### src/hdl/ppmc_defs.svh
// constant definitions for the pack power-mode controller
`ifndef PPMC_DEFS_SVH
`define PPMC_DEFS_SVH
`define PPMC_CLK_MHZ 200
`define PPMC_CTRL_ADDR 8'h60
`define PPMC_CTRL_RST 8'h00
`define PPMC_BIT_NBLANK 7
`define PPMC_BIT_LOWCELL 6
`define PPMC_BIT_BUSLOW 5
`define PPMC_BIT_OPSEL 4
`define PPMC_BIT_RSVD0 3
`define PPMC_BIT_PIOWAKE 2
`define PPMC_BIT_LINEWAKE 1
`define PPMC_OPC_NETADDR0 8'h33
`define PPMC_OPC_NETADDR1 8'h39
`define PPMC_RDATA_NONE 8'h00
`define PPMC_T_SLEEP_US 2000
`define PPMC_T_DEBOUNCE_MS 100
`define PPMC_SLEEP_CYC (`PPMC_T_SLEEP_US * `PPMC_CLK_MHZ)
`define PPMC_DEBOUNCE_CYC (`PPMC_T_DEBOUNCE_MS * 1000 * `PPMC_CLK_MHZ)
`endif

### src/hdl/ppmc_pkg.sv
// types for the pack power-mode controller
package ppmc_pkg;
	typedef enum logic [1:0] {
		PPMC_ACTIVE = 2'b00,
		PPMC_SLEEP_BUS = 2'b01,
		PPMC_SLEEP_LOW = 2'b10
	} ppmc_state_t;
endpackage

### src/hdl/ppmc_debounce.sv
// wake-switch low-level debounce filter
module ppmc_debounce #(
	parameter int unsigned CYC = 20000000
) (
	input wire logic clk_i,
	input wire logic resetn_i,
	input wire logic armed_i,
	input wire logic level_i,
	output logic wake_o
);
	localparam int W = $clog2(CYC + 1);
	logic [W-1:0] cnt_reg;
	logic seen_high_reg;

	generate
		if (CYC < 1) begin : g_chk
			$error("debounce count must be at least one");
		end
	endgenerate

	// arm only once the pull-up has lifted the pin, so a pin that is
	// already low when sleep begins is not taken for a press
	always_ff @(posedge clk_i or negedge resetn_i) begin
		if (!resetn_i) begin
			seen_high_reg <= 1'b0;
		end else if (!armed_i) begin
			seen_high_reg <= 1'b0;
		end else if (level_i) begin
			seen_high_reg <= 1'b1; // RULE10
		end
	end

	// count while pin held low and armed; any high restarts the window
	always_ff @(posedge clk_i or negedge resetn_i) begin
		if (!resetn_i) begin
			cnt_reg <= '0;
		end else if (!armed_i || level_i || !seen_high_reg) begin
			cnt_reg <= '0; // RULE11
		end else if (cnt_reg != W'(CYC)) begin
			cnt_reg <= cnt_reg + W'(1);
		end
	end

	assign wake_o = armed_i && (cnt_reg == W'(CYC)); // RULE11
endmodule

### src/hdl/ppmc_top.sv
// power-mode sequencer with control register for the pack gauge
`include "ppmc_defs.svh"

// Behaviour
// [RULE1] power-up lands in Active
// [RULE2] Active enables measurement and hash
// [RULE3] Sleep stops measurement, registers kept
// [RULE4] Sleep forces gates off, refuses hash
// [RULE5] charger or charge current blocks Sleep
// [RULE6] wake on charger with good cell, line rise
// [RULE7] bus-low sleep after qualification if enabled
// [RULE8] low-cell sleep with stable line if enabled
// [RULE9] low-cell sleep wakes on any line change
// [RULE10] wake switch pulls pin high then arms
// [RULE11] wake switch debounced over 100ms
// [RULE12] control loaded from NV, copied on command
// [RULE13] blanking bit enables negative current blanking
// [RULE14] opcode select picks 33h or 39h
// [RULE15] host writes zero to reserved bit 3
// [RULE16] both wake-switch enables work independently
// [RULE17] Sleep entry clears overvoltage flag
// [RULE18] power-up and wake set gate allows
// [RULE19] qualification counter restarts on line change
// [RULE20] either enabled sleep cause suffices
module ppmc_top
	import ppmc_pkg::*;
#(
	parameter int unsigned SLEEP_CYC = `PPMC_SLEEP_CYC,
	parameter int unsigned DEBOUNCE_CYC = `PPMC_DEBOUNCE_CYC
) (
	input wire logic clk_i,
	input wire logic resetn_i,
	input wire logic data_line_i,
	input wire logic programmable_io_pin_i,
	input wire logic charger_detect_i,
	input wire logic charge_current_i,
	input wire logic low_cell_i,
	input wire logic [7:0] reg_addr_i,
	input wire logic reg_wr_i,
	input wire logic reg_rd_i,
	input wire logic [7:0] reg_wdata_i,
	output logic [7:0] reg_rdata_o,
	input wire logic [7:0] nv_ctrl_i,
	input wire logic copy_data_i,
	output logic nv_write_o,
	output logic [7:0] nv_wdata_o,
	input wire logic charge_switch_allow_i,
	input wire logic discharge_switch_allow_i,
	output logic charge_switch_drive_o,
	output logic discharge_switch_drive_o,
	output logic active_o,
	output logic measure_en_o,
	output logic hash_allow_o,
	output logic gate_allow_set_o,
	output logic overvoltage_flag_clear_o,
	output logic line_pullup_o,
	output logic pio_pullup_o,
	output logic negative_blank_enable_o,
	output logic [7:0] net_address_opcode_o
);
	localparam int QW = $clog2(SLEEP_CYC + 1);

	generate
		if (SLEEP_CYC < 1) begin : g_chk
			$error("sleep qualification count must be at least one");
		end
	endgenerate

	ppmc_state_t state_reg, state_next;
	logic [7:0] ctrl_reg;
	logic load_reg;
	logic [1:0] line_s_reg, pio_s_reg, chg_s_reg, cur_s_reg;
	logic line_prev_reg;
	logic [QW-1:0] qual_reg;
	logic qual_done, line_edge, line_rise, block_sleep;
	logic bus_low_cond, low_cell_cond, sleep_cond;
	logic asleep, wake_pio, wake_line, wake_any;
	logic line_sync, pio_sync, chg_sync, cur_sync;

	// two-flop synchronisers for pins and the charger and charge-current comparator levels
	always_ff @(posedge clk_i or negedge resetn_i) begin
		if (!resetn_i) begin
			line_s_reg <= 2'h3;
			pio_s_reg <= 2'h3;
			chg_s_reg <= 2'h0;
			cur_s_reg <= 2'h0;
		end else begin
			line_s_reg <= {line_s_reg[0], data_line_i};
			pio_s_reg <= {pio_s_reg[0], programmable_io_pin_i};
			chg_s_reg <= {chg_s_reg[0], charger_detect_i};
			cur_s_reg <= {cur_s_reg[0], charge_current_i};
		end
	end
	assign line_sync = line_s_reg[1];
	assign pio_sync = pio_s_reg[1];
	assign chg_sync = chg_s_reg[1];
	assign cur_sync = cur_s_reg[1];

	// line edge detection on the synchronised level
	always_ff @(posedge clk_i or negedge resetn_i) begin
		if (!resetn_i) begin
			line_prev_reg <= 1'b1;
		end else begin
			line_prev_reg <= line_sync;
		end
	end
	assign line_edge = line_sync != line_prev_reg;
	assign line_rise = line_sync && !line_prev_reg;

	// qualification timer, restarted by every line change
	always_ff @(posedge clk_i or negedge resetn_i) begin
		if (!resetn_i) begin
			qual_reg <= '0;
		end else if (line_edge) begin
			qual_reg <= '0; // RULE19
		end else if (qual_reg != QW'(SLEEP_CYC)) begin
			qual_reg <= qual_reg + QW'(1);
		end
	end
	assign qual_done = qual_reg == QW'(SLEEP_CYC) && !line_edge;

	// sleep entry conditions
	assign block_sleep = chg_sync || cur_sync; // RULE5
	assign bus_low_cond = ctrl_reg[`PPMC_BIT_BUSLOW] && !line_sync
		&& qual_done; // RULE7
	assign low_cell_cond = ctrl_reg[`PPMC_BIT_LOWCELL] && low_cell_i
		&& qual_done; // RULE8
	assign sleep_cond = (bus_low_cond || low_cell_cond)
		&& !block_sleep; // RULE20

	// wake switches, each pin filtered on its own
	assign asleep = state_reg != PPMC_ACTIVE;
	assign pio_pullup_o = asleep
		&& ctrl_reg[`PPMC_BIT_PIOWAKE]; // RULE10 RULE16
	assign line_pullup_o = asleep
		&& ctrl_reg[`PPMC_BIT_LINEWAKE]; // RULE10 RULE16
	ppmc_debounce #(.CYC(DEBOUNCE_CYC)) u_pio_deb (
		.clk_i(clk_i),
		.resetn_i(resetn_i),
		.armed_i(pio_pullup_o),
		.level_i(pio_sync),
		.wake_o(wake_pio)
	);
	ppmc_debounce #(.CYC(DEBOUNCE_CYC)) u_line_deb (
		.clk_i(clk_i),
		.resetn_i(resetn_i),
		.armed_i(line_pullup_o),
		.level_i(line_sync),
		.wake_o(wake_line)
	);
	assign wake_any = (chg_sync && !low_cell_i) || line_rise
		|| wake_pio || wake_line; // RULE6

	// power-mode sequencer
	always_comb begin
		state_next = state_reg;
		case (state_reg)
			PPMC_ACTIVE: begin
				if (!load_reg && sleep_cond) begin
					state_next = bus_low_cond ? PPMC_SLEEP_BUS
						: PPMC_SLEEP_LOW;
				end
			end
			PPMC_SLEEP_BUS: begin
				if (wake_any) begin
					state_next = PPMC_ACTIVE;
				end
			end
			PPMC_SLEEP_LOW: begin
				if (wake_any || line_edge) begin
					state_next = PPMC_ACTIVE; // RULE9
				end
			end
			default: begin
				state_next = PPMC_ACTIVE;
			end
		endcase
	end

	always_ff @(posedge clk_i or negedge resetn_i) begin
		if (!resetn_i) begin
			state_reg <= PPMC_ACTIVE; // RULE1
		end else begin
			state_reg <= state_next;
		end
	end

	// protection register side effects of mode changes
	always_ff @(posedge clk_i or negedge resetn_i) begin
		if (!resetn_i) begin
			gate_allow_set_o <= 1'b0;
			overvoltage_flag_clear_o <= 1'b0;
		end else begin
			gate_allow_set_o <= load_reg
				|| (asleep && state_next == PPMC_ACTIVE); // RULE18
			overvoltage_flag_clear_o <= !asleep
				&& state_next != PPMC_ACTIVE; // RULE17
		end
	end

	// power-up recall, working-copy writes and register reads
	always_ff @(posedge clk_i or negedge resetn_i) begin
		if (!resetn_i) begin
			load_reg <= 1'b1;
			ctrl_reg <= `PPMC_CTRL_RST;
		end else if (load_reg) begin
			load_reg <= 1'b0;
			ctrl_reg <= nv_ctrl_i; // RULE12
		end else if (reg_wr_i && reg_addr_i == `PPMC_CTRL_ADDR) begin
			ctrl_reg <= reg_wdata_i; // RULE12
		end
	end

	always_ff @(posedge clk_i or negedge resetn_i) begin
		if (!resetn_i) begin
			reg_rdata_o <= `PPMC_RDATA_NONE;
		end else if (reg_rd_i && reg_addr_i == `PPMC_CTRL_ADDR) begin
			reg_rdata_o <= ctrl_reg;
		end else begin
			reg_rdata_o <= `PPMC_RDATA_NONE;
		end
	end

	// copy-data command persists the working copy
	always_ff @(posedge clk_i or negedge resetn_i) begin
		if (!resetn_i) begin
			nv_write_o <= 1'b0;
			nv_wdata_o <= `PPMC_CTRL_RST;
		end else begin
			nv_write_o <= copy_data_i && !load_reg; // RULE12
			if (copy_data_i && !load_reg) begin
				nv_wdata_o <= ctrl_reg;
			end
		end
	end

	// mode-dependent enables and gate drives
	assign active_o = !asleep;
	assign measure_en_o = !asleep; // RULE2 RULE3
	assign hash_allow_o = !asleep; // RULE2 RULE4
	assign charge_switch_drive_o = !asleep
		&& charge_switch_allow_i; // RULE4
	assign discharge_switch_drive_o = !asleep
		&& discharge_switch_allow_i; // RULE4
	assign negative_blank_enable_o = ctrl_reg[`PPMC_BIT_NBLANK]; // RULE13
	assign net_address_opcode_o = ctrl_reg[`PPMC_BIT_OPSEL]
		? `PPMC_OPC_NETADDR1 : `PPMC_OPC_NETADDR0; // RULE14

	// checks
	a_reset_active: assert property (@(posedge clk_i) // RULE1
		$rose(resetn_i) |-> active_o)
		else $error("not active after reset");
	a_sleep_gates: assert property (@(posedge clk_i) // RULE4
		disable iff (!resetn_i) !active_o |->
		!charge_switch_drive_o && !discharge_switch_drive_o
		&& !hash_allow_o && !measure_en_o)
		else $error("gate or hash live in sleep");
	a_block_charger: assert property (@(posedge clk_i) // RULE5
		disable iff (!resetn_i) active_o && block_sleep |=> active_o)
		else $error("sleep entered with charger");
	a_buslow_entry: assert property (@(posedge clk_i) // RULE7
		disable iff (!resetn_i) active_o && !load_reg
		&& bus_low_cond && !block_sleep
		|=> state_reg == PPMC_SLEEP_BUS)
		else $error("bus-low sleep not entered");
	a_uv_wake_edge: assert property (@(posedge clk_i) // RULE9
		disable iff (!resetn_i) state_reg == PPMC_SLEEP_LOW
		&& line_edge |=> active_o)
		else $error("no wake on line change");
	a_line_rise_wake: assert property (@(posedge clk_i) // RULE6
		disable iff (!resetn_i) !active_o && line_rise |=> active_o)
		else $error("no wake on line rise");
	a_ov_clear: assert property (@(posedge clk_i) // RULE17
		disable iff (!resetn_i) $fell(active_o)
		|-> overvoltage_flag_clear_o)
		else $error("overvoltage flag not cleared");
	a_allow_set: assert property (@(posedge clk_i) // RULE18
		disable iff (!resetn_i) $rose(active_o) |-> gate_allow_set_o)
		else $error("gate allows not set on wake");
	a_opcode_sel: assert property (@(posedge clk_i) // RULE14
		disable iff (!resetn_i) !load_reg && reg_wr_i
		&& reg_addr_i == `PPMC_CTRL_ADDR
		|=> net_address_opcode_o
		== ($past(reg_wdata_i[`PPMC_BIT_OPSEL]) ? `PPMC_OPC_NETADDR1
		: `PPMC_OPC_NETADDR0))
		else $error("wrong net address opcode");
	a_qual_restart: assert property (@(posedge clk_i) // RULE19
		disable iff (!resetn_i) line_edge |=> qual_reg == '0)
		else $error("qualification not restarted");
	a_copy_data: assert property (@(posedge clk_i) // RULE12
		disable iff (!resetn_i) copy_data_i && !load_reg
		|=> nv_write_o && nv_wdata_o == $past(ctrl_reg))
		else $error("copy-data did not persist control");
endmodule

### config.mk
export PLATFORM = sky130hd
export DESIGN_NAME = ppmc_top
export DESIGN_NICKNAME = d
export VERILOG_FILES = /design/src/hdl/ppmc_pkg.sv /design/src/hdl/ppmc_debounce.sv /design/src/hdl/ppmc_top.sv
export VERILOG_INCLUDE_DIRS = /design/src /design/src/hdl
export SDC_FILE = /design/constraint.sdc
export NUM_CORES = 1
export LEC_CHECK = 0
export ABC_AREA = 1
export ABC_CLOCK_PERIOD_IN_PS = 2500
export BUFFER_PORTS_ARGS = -buffer_cell sky130_fd_sc_hd__buf_4
export CAP_MARGIN = 30
export CORE_MARGIN = 5
export CORE_UTILIZATION = 50
export CTS_CLUSTER_DIAMETER = 60
export DETAILED_ROUTE_END_ITERATION = 6
export GPL_TIMING_DRIVEN = 0
export PLACE_DENSITY = 0.7
export SYNTH_ARGS = -nofsm -noshare
export SYNTH_HDL_FRONTEND = slang
export SYNTH_HIERARCHICAL = 1
export SYNTH_SLANG_ARGS = --single-unit
### constraint.sdc
create_clock -name clk_i -period 2.5 [get_ports clk_i]
set_input_delay 0.5 -clock clk_i [delete_from_list [all_inputs] [get_ports clk_i]]
set_output_delay 0.5 -clock clk_i [all_outputs]
set_load 0.1 [all_outputs]
# Word level (Yosys, flattened, before mapping)

Cells that the tools add are included.

Register bits after elaboration: 110
Input port bits: 36
Output and inout bits: 35
Word-level logic and storage cells: 102

$add $sub $neg: 3
Equal/unequal tests: 12
Muxes and demuxes: 19
Reductions and logical operators: 50

Operators by type and width:

| kind                  | number |
|---|---|
| $mux 25               | 4 |
| $add 25x1->25 const B | 2 |
| $eq 25x25->1 const B  | 2 |
| $ne 25x25->1 const B  | 2 |
| $mux 19               | 2 |
| $mux 8                | 3 |
| $logic_and 1x1->1     | 20 |
| $add 19x1->19 const B | 1 |
| $eq 19x19->1 const B  | 1 |
| $ne 19x19->1 const B  | 1 |
| $reduce_bool 2->1     | 6 |
| $logic_not 1->1       | 11 |
| $logic_or 1x1->1      | 11 |
| $eq 8x7->1 const B    | 1 |
| $mux 2                | 4 |
| $pmux 2 s3            | 1 |
| $logic_not 2->1       | 2 |
| $mux 1                | 4 |
| $mux 4                | 1 |
| $ne 2x2->1 const B    | 2 |
| $eq 2x1->1 const B    | 1 |
| $eq 2x2->1 const B    | 1 |
| $ne 1x1->1            | 1 |

# Longest topological paths before layout

Depth after elaboration: 12
Depth in mapped cells: 14
Depth with buffers taken out: 14

# Hierarchy

Netlist, hierarchy kept.

Modules (own cells, without submodules):

| module        | times used | cells each | area each (um^2) | seq. area each (um^2) |
|---|---|---|---|---|
| ppmc_debounce | 2          | 262        | 1701.6           | 650.6 |
| ppmc_top      | 1          | 310        | 2720.1           | 1458.9 |

# Least setup slack after synthesis

Ideal clock, no wire load.

Kind: register -> output
Start: reg state_reg[0]
End: out charge_switch_drive_o
Arrival time: 2.872 ns
Data required time: 2.000 ns
Slack: -0.872 ns
Cell stages (with the launch flop): 4
Buffers on the path: 0
Path through: dfrtp_1 -> nor2_2 -> inv_1 -> nor2_1

Longest elaborated chain between the ends: 3

Ends and longest elaborated chain:

| what                     | RTL line        | RTL |
|---|---|---|
| start: declaration       | ppmc_top.sv:69  | `ppmc_state_t state_reg, state_next;` |
| start signal: assignment | ppmc_top.sv:184 | `state_reg <= state_next;` |
| $reduce_bool 2->1        | ppmc_top.sv:132 | `assign asleep = state_reg != PPMC_ACTIVE;` |
| $logic_not 1->1          | n/a             |  |
| via active_o             | ppmc_top.sv:51  | `output logic active_o,` |
| $logic_and 1x1->1        | ppmc_top.sv:242 | `&& charge_switch_allow_i;` |
| end: declaration         | ppmc_top.sv:49  | `output logic charge_switch_drive_o,` |

The timed path passes the listed nets, and every way through them passes these cells.

# Final worst setup path

Start: reg u_line_deb.cnt_reg[0]
End: reg gate_allow_set_o

Longest elaborated chain between the ends: 9
Elaborated cells between the ends (all ways): 10
Classes of those cells: eq/ne (1); mux (3); reduce/logical (6)

Ends and longest elaborated chain:

| what                     | RTL line            | RTL |
|---|---|---|
| start: declaration       | ppmc_debounce.sv:12 | `logic [W-1:0] cnt_reg;` |
| start signal: assignment | ppmc_debounce.sv:40 | `cnt_reg <= cnt_reg + W'(1);` |
| $eq 25x25->1 (*)         | ppmc_debounce.sv:44 | `assign wake_o = armed_i && (cnt_reg == W'(CYC));` |
| $logic_and 1x1->1 (*)    | ppmc_debounce.sv:44 |  |
| via wake_line            | ppmc_top.sv:77      | `logic asleep, wake_pio, wake_line, wake_any;` |
| $logic_or 1x1->1 (*)     | ppmc_top.sv:152     | `\|\| wake_pio \|\| wake_line;` |
| $logic_or 1x1->1         | ppmc_top.sv:170     | `if (wake_any \|\| line_edge) begin` |
| $mux 2                   | ppmc_top.sv:170     |  |
| $pmux 2 s3 (*)           | ppmc_top.sv:157     | `case (state_reg)` |
| $logic_not 2->1 (*)      | ppmc_top.sv:195     | `\|\| (asleep && state_next == PPMC_ACTIVE);` |
| $logic_and 1x1->1 (*)    | ppmc_top.sv:195     |  |
| $logic_or 1x1->1 (*)     | ppmc_top.sv:195     |  |
| end signal: assignment   | ppmc_top.sv:194     | `gate_allow_set_o <= load_reg` |
| end: declaration         | ppmc_top.sv:54      | `output logic gate_allow_set_o,` |

Mark *: on every way through the listed nets, which the timed path passes. The rest lies on a longest branch.
A chain may end at the register's enable or synchronous reset.

==> results.toml <==
[sta]
period_minus_slack_ns = 2.18
drv_slew = 0
fmax_mhz = 458
fin_crit_sh_pct = 87.3
setup_violations = 0
worst_slew_pin_slew_ns = 0.817
skew_ns = 0.00436
grt_setup_unrepaired = "false"
finalHoldViolCount = 0
fin_tns_setup_ns = 0
slew_headroom_pct = 45.5

[die]
io_pins = 71
core_mm2 = 0.0120
die-height_um = 121
row_count = 40
fp.dieW_um = 121
initial_core_util_pct = 51.0
die_area_mm2 = 0.0146

[routing]
initialDrtViolationCount = 309
dr_total_vias = 5229
dr.pass1.iters = 5
ant_nets = 0
remaining_drc_errors = 0
avgViaCountPerCell = 4.90
wl_um = 13400
wire_per_inst_um = 12.6

[worst_setup_path]
arrival_ns = 2.48
critPathKind = "register to register"
r2r_end = "gate_allow_set_o"
cp_num_buf_inv = 2
cp-start-kind = "register"
required_ns = 2.79
critPathSlowestCell = "dfrtp_2"
cp_top_family = "simple AND/OR/NAND/NOR gates"
critPathCaptureType = "register"
ff2ff_path_depth = 14
r2r_start = "u_line_deb/cnt_reg[0]"
slowest_delay_ns = 0.46
r2r_slack_ns = 0.32
crit_fanout = 6
path_cells = "inv_1 > ha_1 > nand2_1 > inv_1 > nand2_1 > nor2_1 > nand3_1 > nor2_1 > nor3_1 > o21ai_0 > nor4_1 > nor2_1 > nand3_1 > nand2_1"

[logic_synthesis]
yosys_warnings = 6
synth-seq-cells = 110
syn_inst = 834
ys_seq_area_share_pct = 45.1
syn_area_mm2 = 0.00612
synthDistinctLibCells = 34
avgSynthCellArea_um2 = 7.34

[grt]
antenna_found_initial = 0
grt_start_max_net_pins = 64
overflow = 0
grt.total_usage_pct = 19.5
grtUsageMet3_pct = 5.75
met1_usage_pct = 25.6
grt-busiest-layer = "met2"
grt_pass1_vias = 4991
use_met2_pct = 31.4
grt_first_pass_wirelength_um = 22900

[finish]
fillers = 1133
utilization_pct = 59.6
syn_to_final_growth_pct = 16.9
final_common_cell = "nand2_1"
drive_gt1_share_pct = 17.4
nets = 958
final_area_mm2 = 0.00716
fin_cells = 1067
diodes = 0
layout_common_cells = "nand2_1 (216), nor2_1 (175), dfrtp_1 (103)"

[pwr]
max-vdd-ir-drop_v = 0.000486
p_total_w = 0.00402
leakagePower_nw = 3.33
powerDensity_mw_per_mm2 = 561

[run]
max_cap_viol_count = 0

[clocking]
cts.path.max_buffers = 2
clkTransAtPathRegs_ns = 0.07
holdBufCountCts = 0
cts_buffers = 9
worst_skew_pair.late_latency_ns = 0.36
tritoncts = "built"
cts_root_buf = "clkbuf_16"
h-tree-depth = 3
cts.sinks = 110

[placement]
dp_cells = 1051
dp_hpwl_um = 10100
place.gp.congestion = 0.928
portBuffers = 64
placed_area_mm2 = 0.00685

[status]
status = "finished, final reports clean"

[hold_path]
hp-class = "input pin to async pin"
cell type report:
class,instances,area (µm²),area share (%)
clock buffer,9,225,3.15
multi-input combinational,601,2870,40.1
sequential,110,2760,38.6
timing repair buffer,65,508,7.09
inverter,109,410,5.73
clock inverter,7,80.1,1.12
buffer,19,120,1.68
tap,147,184,2.57
worst max-delay path by stage:
stage                     slack, ns  cells after the start                    end             startpoint
after CTS                      0.27                     14       gate_allow_set_o  u_line_deb/cnt_reg[0]
after floorplan               -0.09                      3  charge_switch_drive_o           state_reg[0]
after global routing           0.02                     14       gate_allow_set_o   u_pio_deb/cnt_reg[0]
after detailed placement       0.33                     14       gate_allow_set_o  u_line_deb/cnt_reg[0]
after global placement         0.32                     14       gate_allow_set_o   u_pio_deb/cnt_reg[0]
final                          0.32                     14       gate_allow_set_o  u_line_deb/cnt_reg[0]
timing repair:
action                                  in CTS  in global routing
resized for setup                            0                  1
endpoints found under the hold margin        0                  0
endpoints found under the setup margin       0                  1
buffers inserted                             0                  0
Yosys cell counts, drive strengths merged:
| library cell | number | area, µm² |
|---|---|---|
| a31oi | 10 | 62.6 |
| ha | 7 | 87.6 |
| nand3b | 1 | 7.51 |
| conb | 2 | 7.51 |
| inv | 108 | 405 |
| nor2 | 197 | 845 |
| dfrtp | 104 | 2600 |
| o21ai | 33 | 165 |
| nand2 | 225 | 877 |
| nor3 | 22 | 180 |
| xor2 | 7 | 61.3 |
| o31ai | 1 | 7.51 |
| nor4 | 2 | 12.5 |
| nand4 | 13 | 87.6 |
| and2 | 4 | 25.0 |
| xnor2 | 2 | 17.5 |
| a21oi | 27 | 139 |
| nand3 | 43 | 250 |
| clkinv | 1 | 5.00 |
| buf | 15 | 105 |
| dfstp | 6 | 158 |
| clkbuf | 4 | 15.0 |
metrics by stage:
step	setup slack [ns]	hold WS, ns
final	0.316	0.229
after floorplan	-0.0923	0.204
after detailed placement	0.325	0.336
after CTS	0.271	0.232
after global placement	0.319	0.332
after global routing	0.0238	0.225
layer usage:
| metal | part of all wire (%) | wire, µm | vias to the layer above |
|---|---|---|---|
| met5 | 0 | 0 | - |
| met4 | 1.2 | 164 | 0 |
| met3 | 5.9 | 790 | 14 |
| met2 | 47 | 6230 | 102 |
| met1 | 46 | 6210 | 2360 |
| li1 | - | - | 2753 |
kinds of logic (layout without fill, tap and decap cells):
kind of cell | after synthesis | after routing | share of synthesized area, %
and+or+nand+nor | 507 | 507 | 37.3
buffers and inverters | 128 | 209 | 8.66
DFF | 110 | 110 | 45.1
AOI/OAI and AO/OA | 71 | 71 | 6.11
xor gates and xnor gates | 9 | 9 | 1.29
adders and majority gates | 7 | 7 | 1.43
other | 2 | 7 | 0.123
power by group:
part / internal (W) / leakage, nW / total (W) / switching (W)
sequential: 0.00184 / 1.46 / 0.00188 / 0.0000414
clock: 0.000792 / 0.153 / 0.00148 / 0.000684
combinational: 0.000155 / 1.72 / 0.000660 / 0.000505
total: 0.00279 / 3.33 / 0.00402 / 0.00123
No activity file was read; power rests on OpenSTA's default activity.
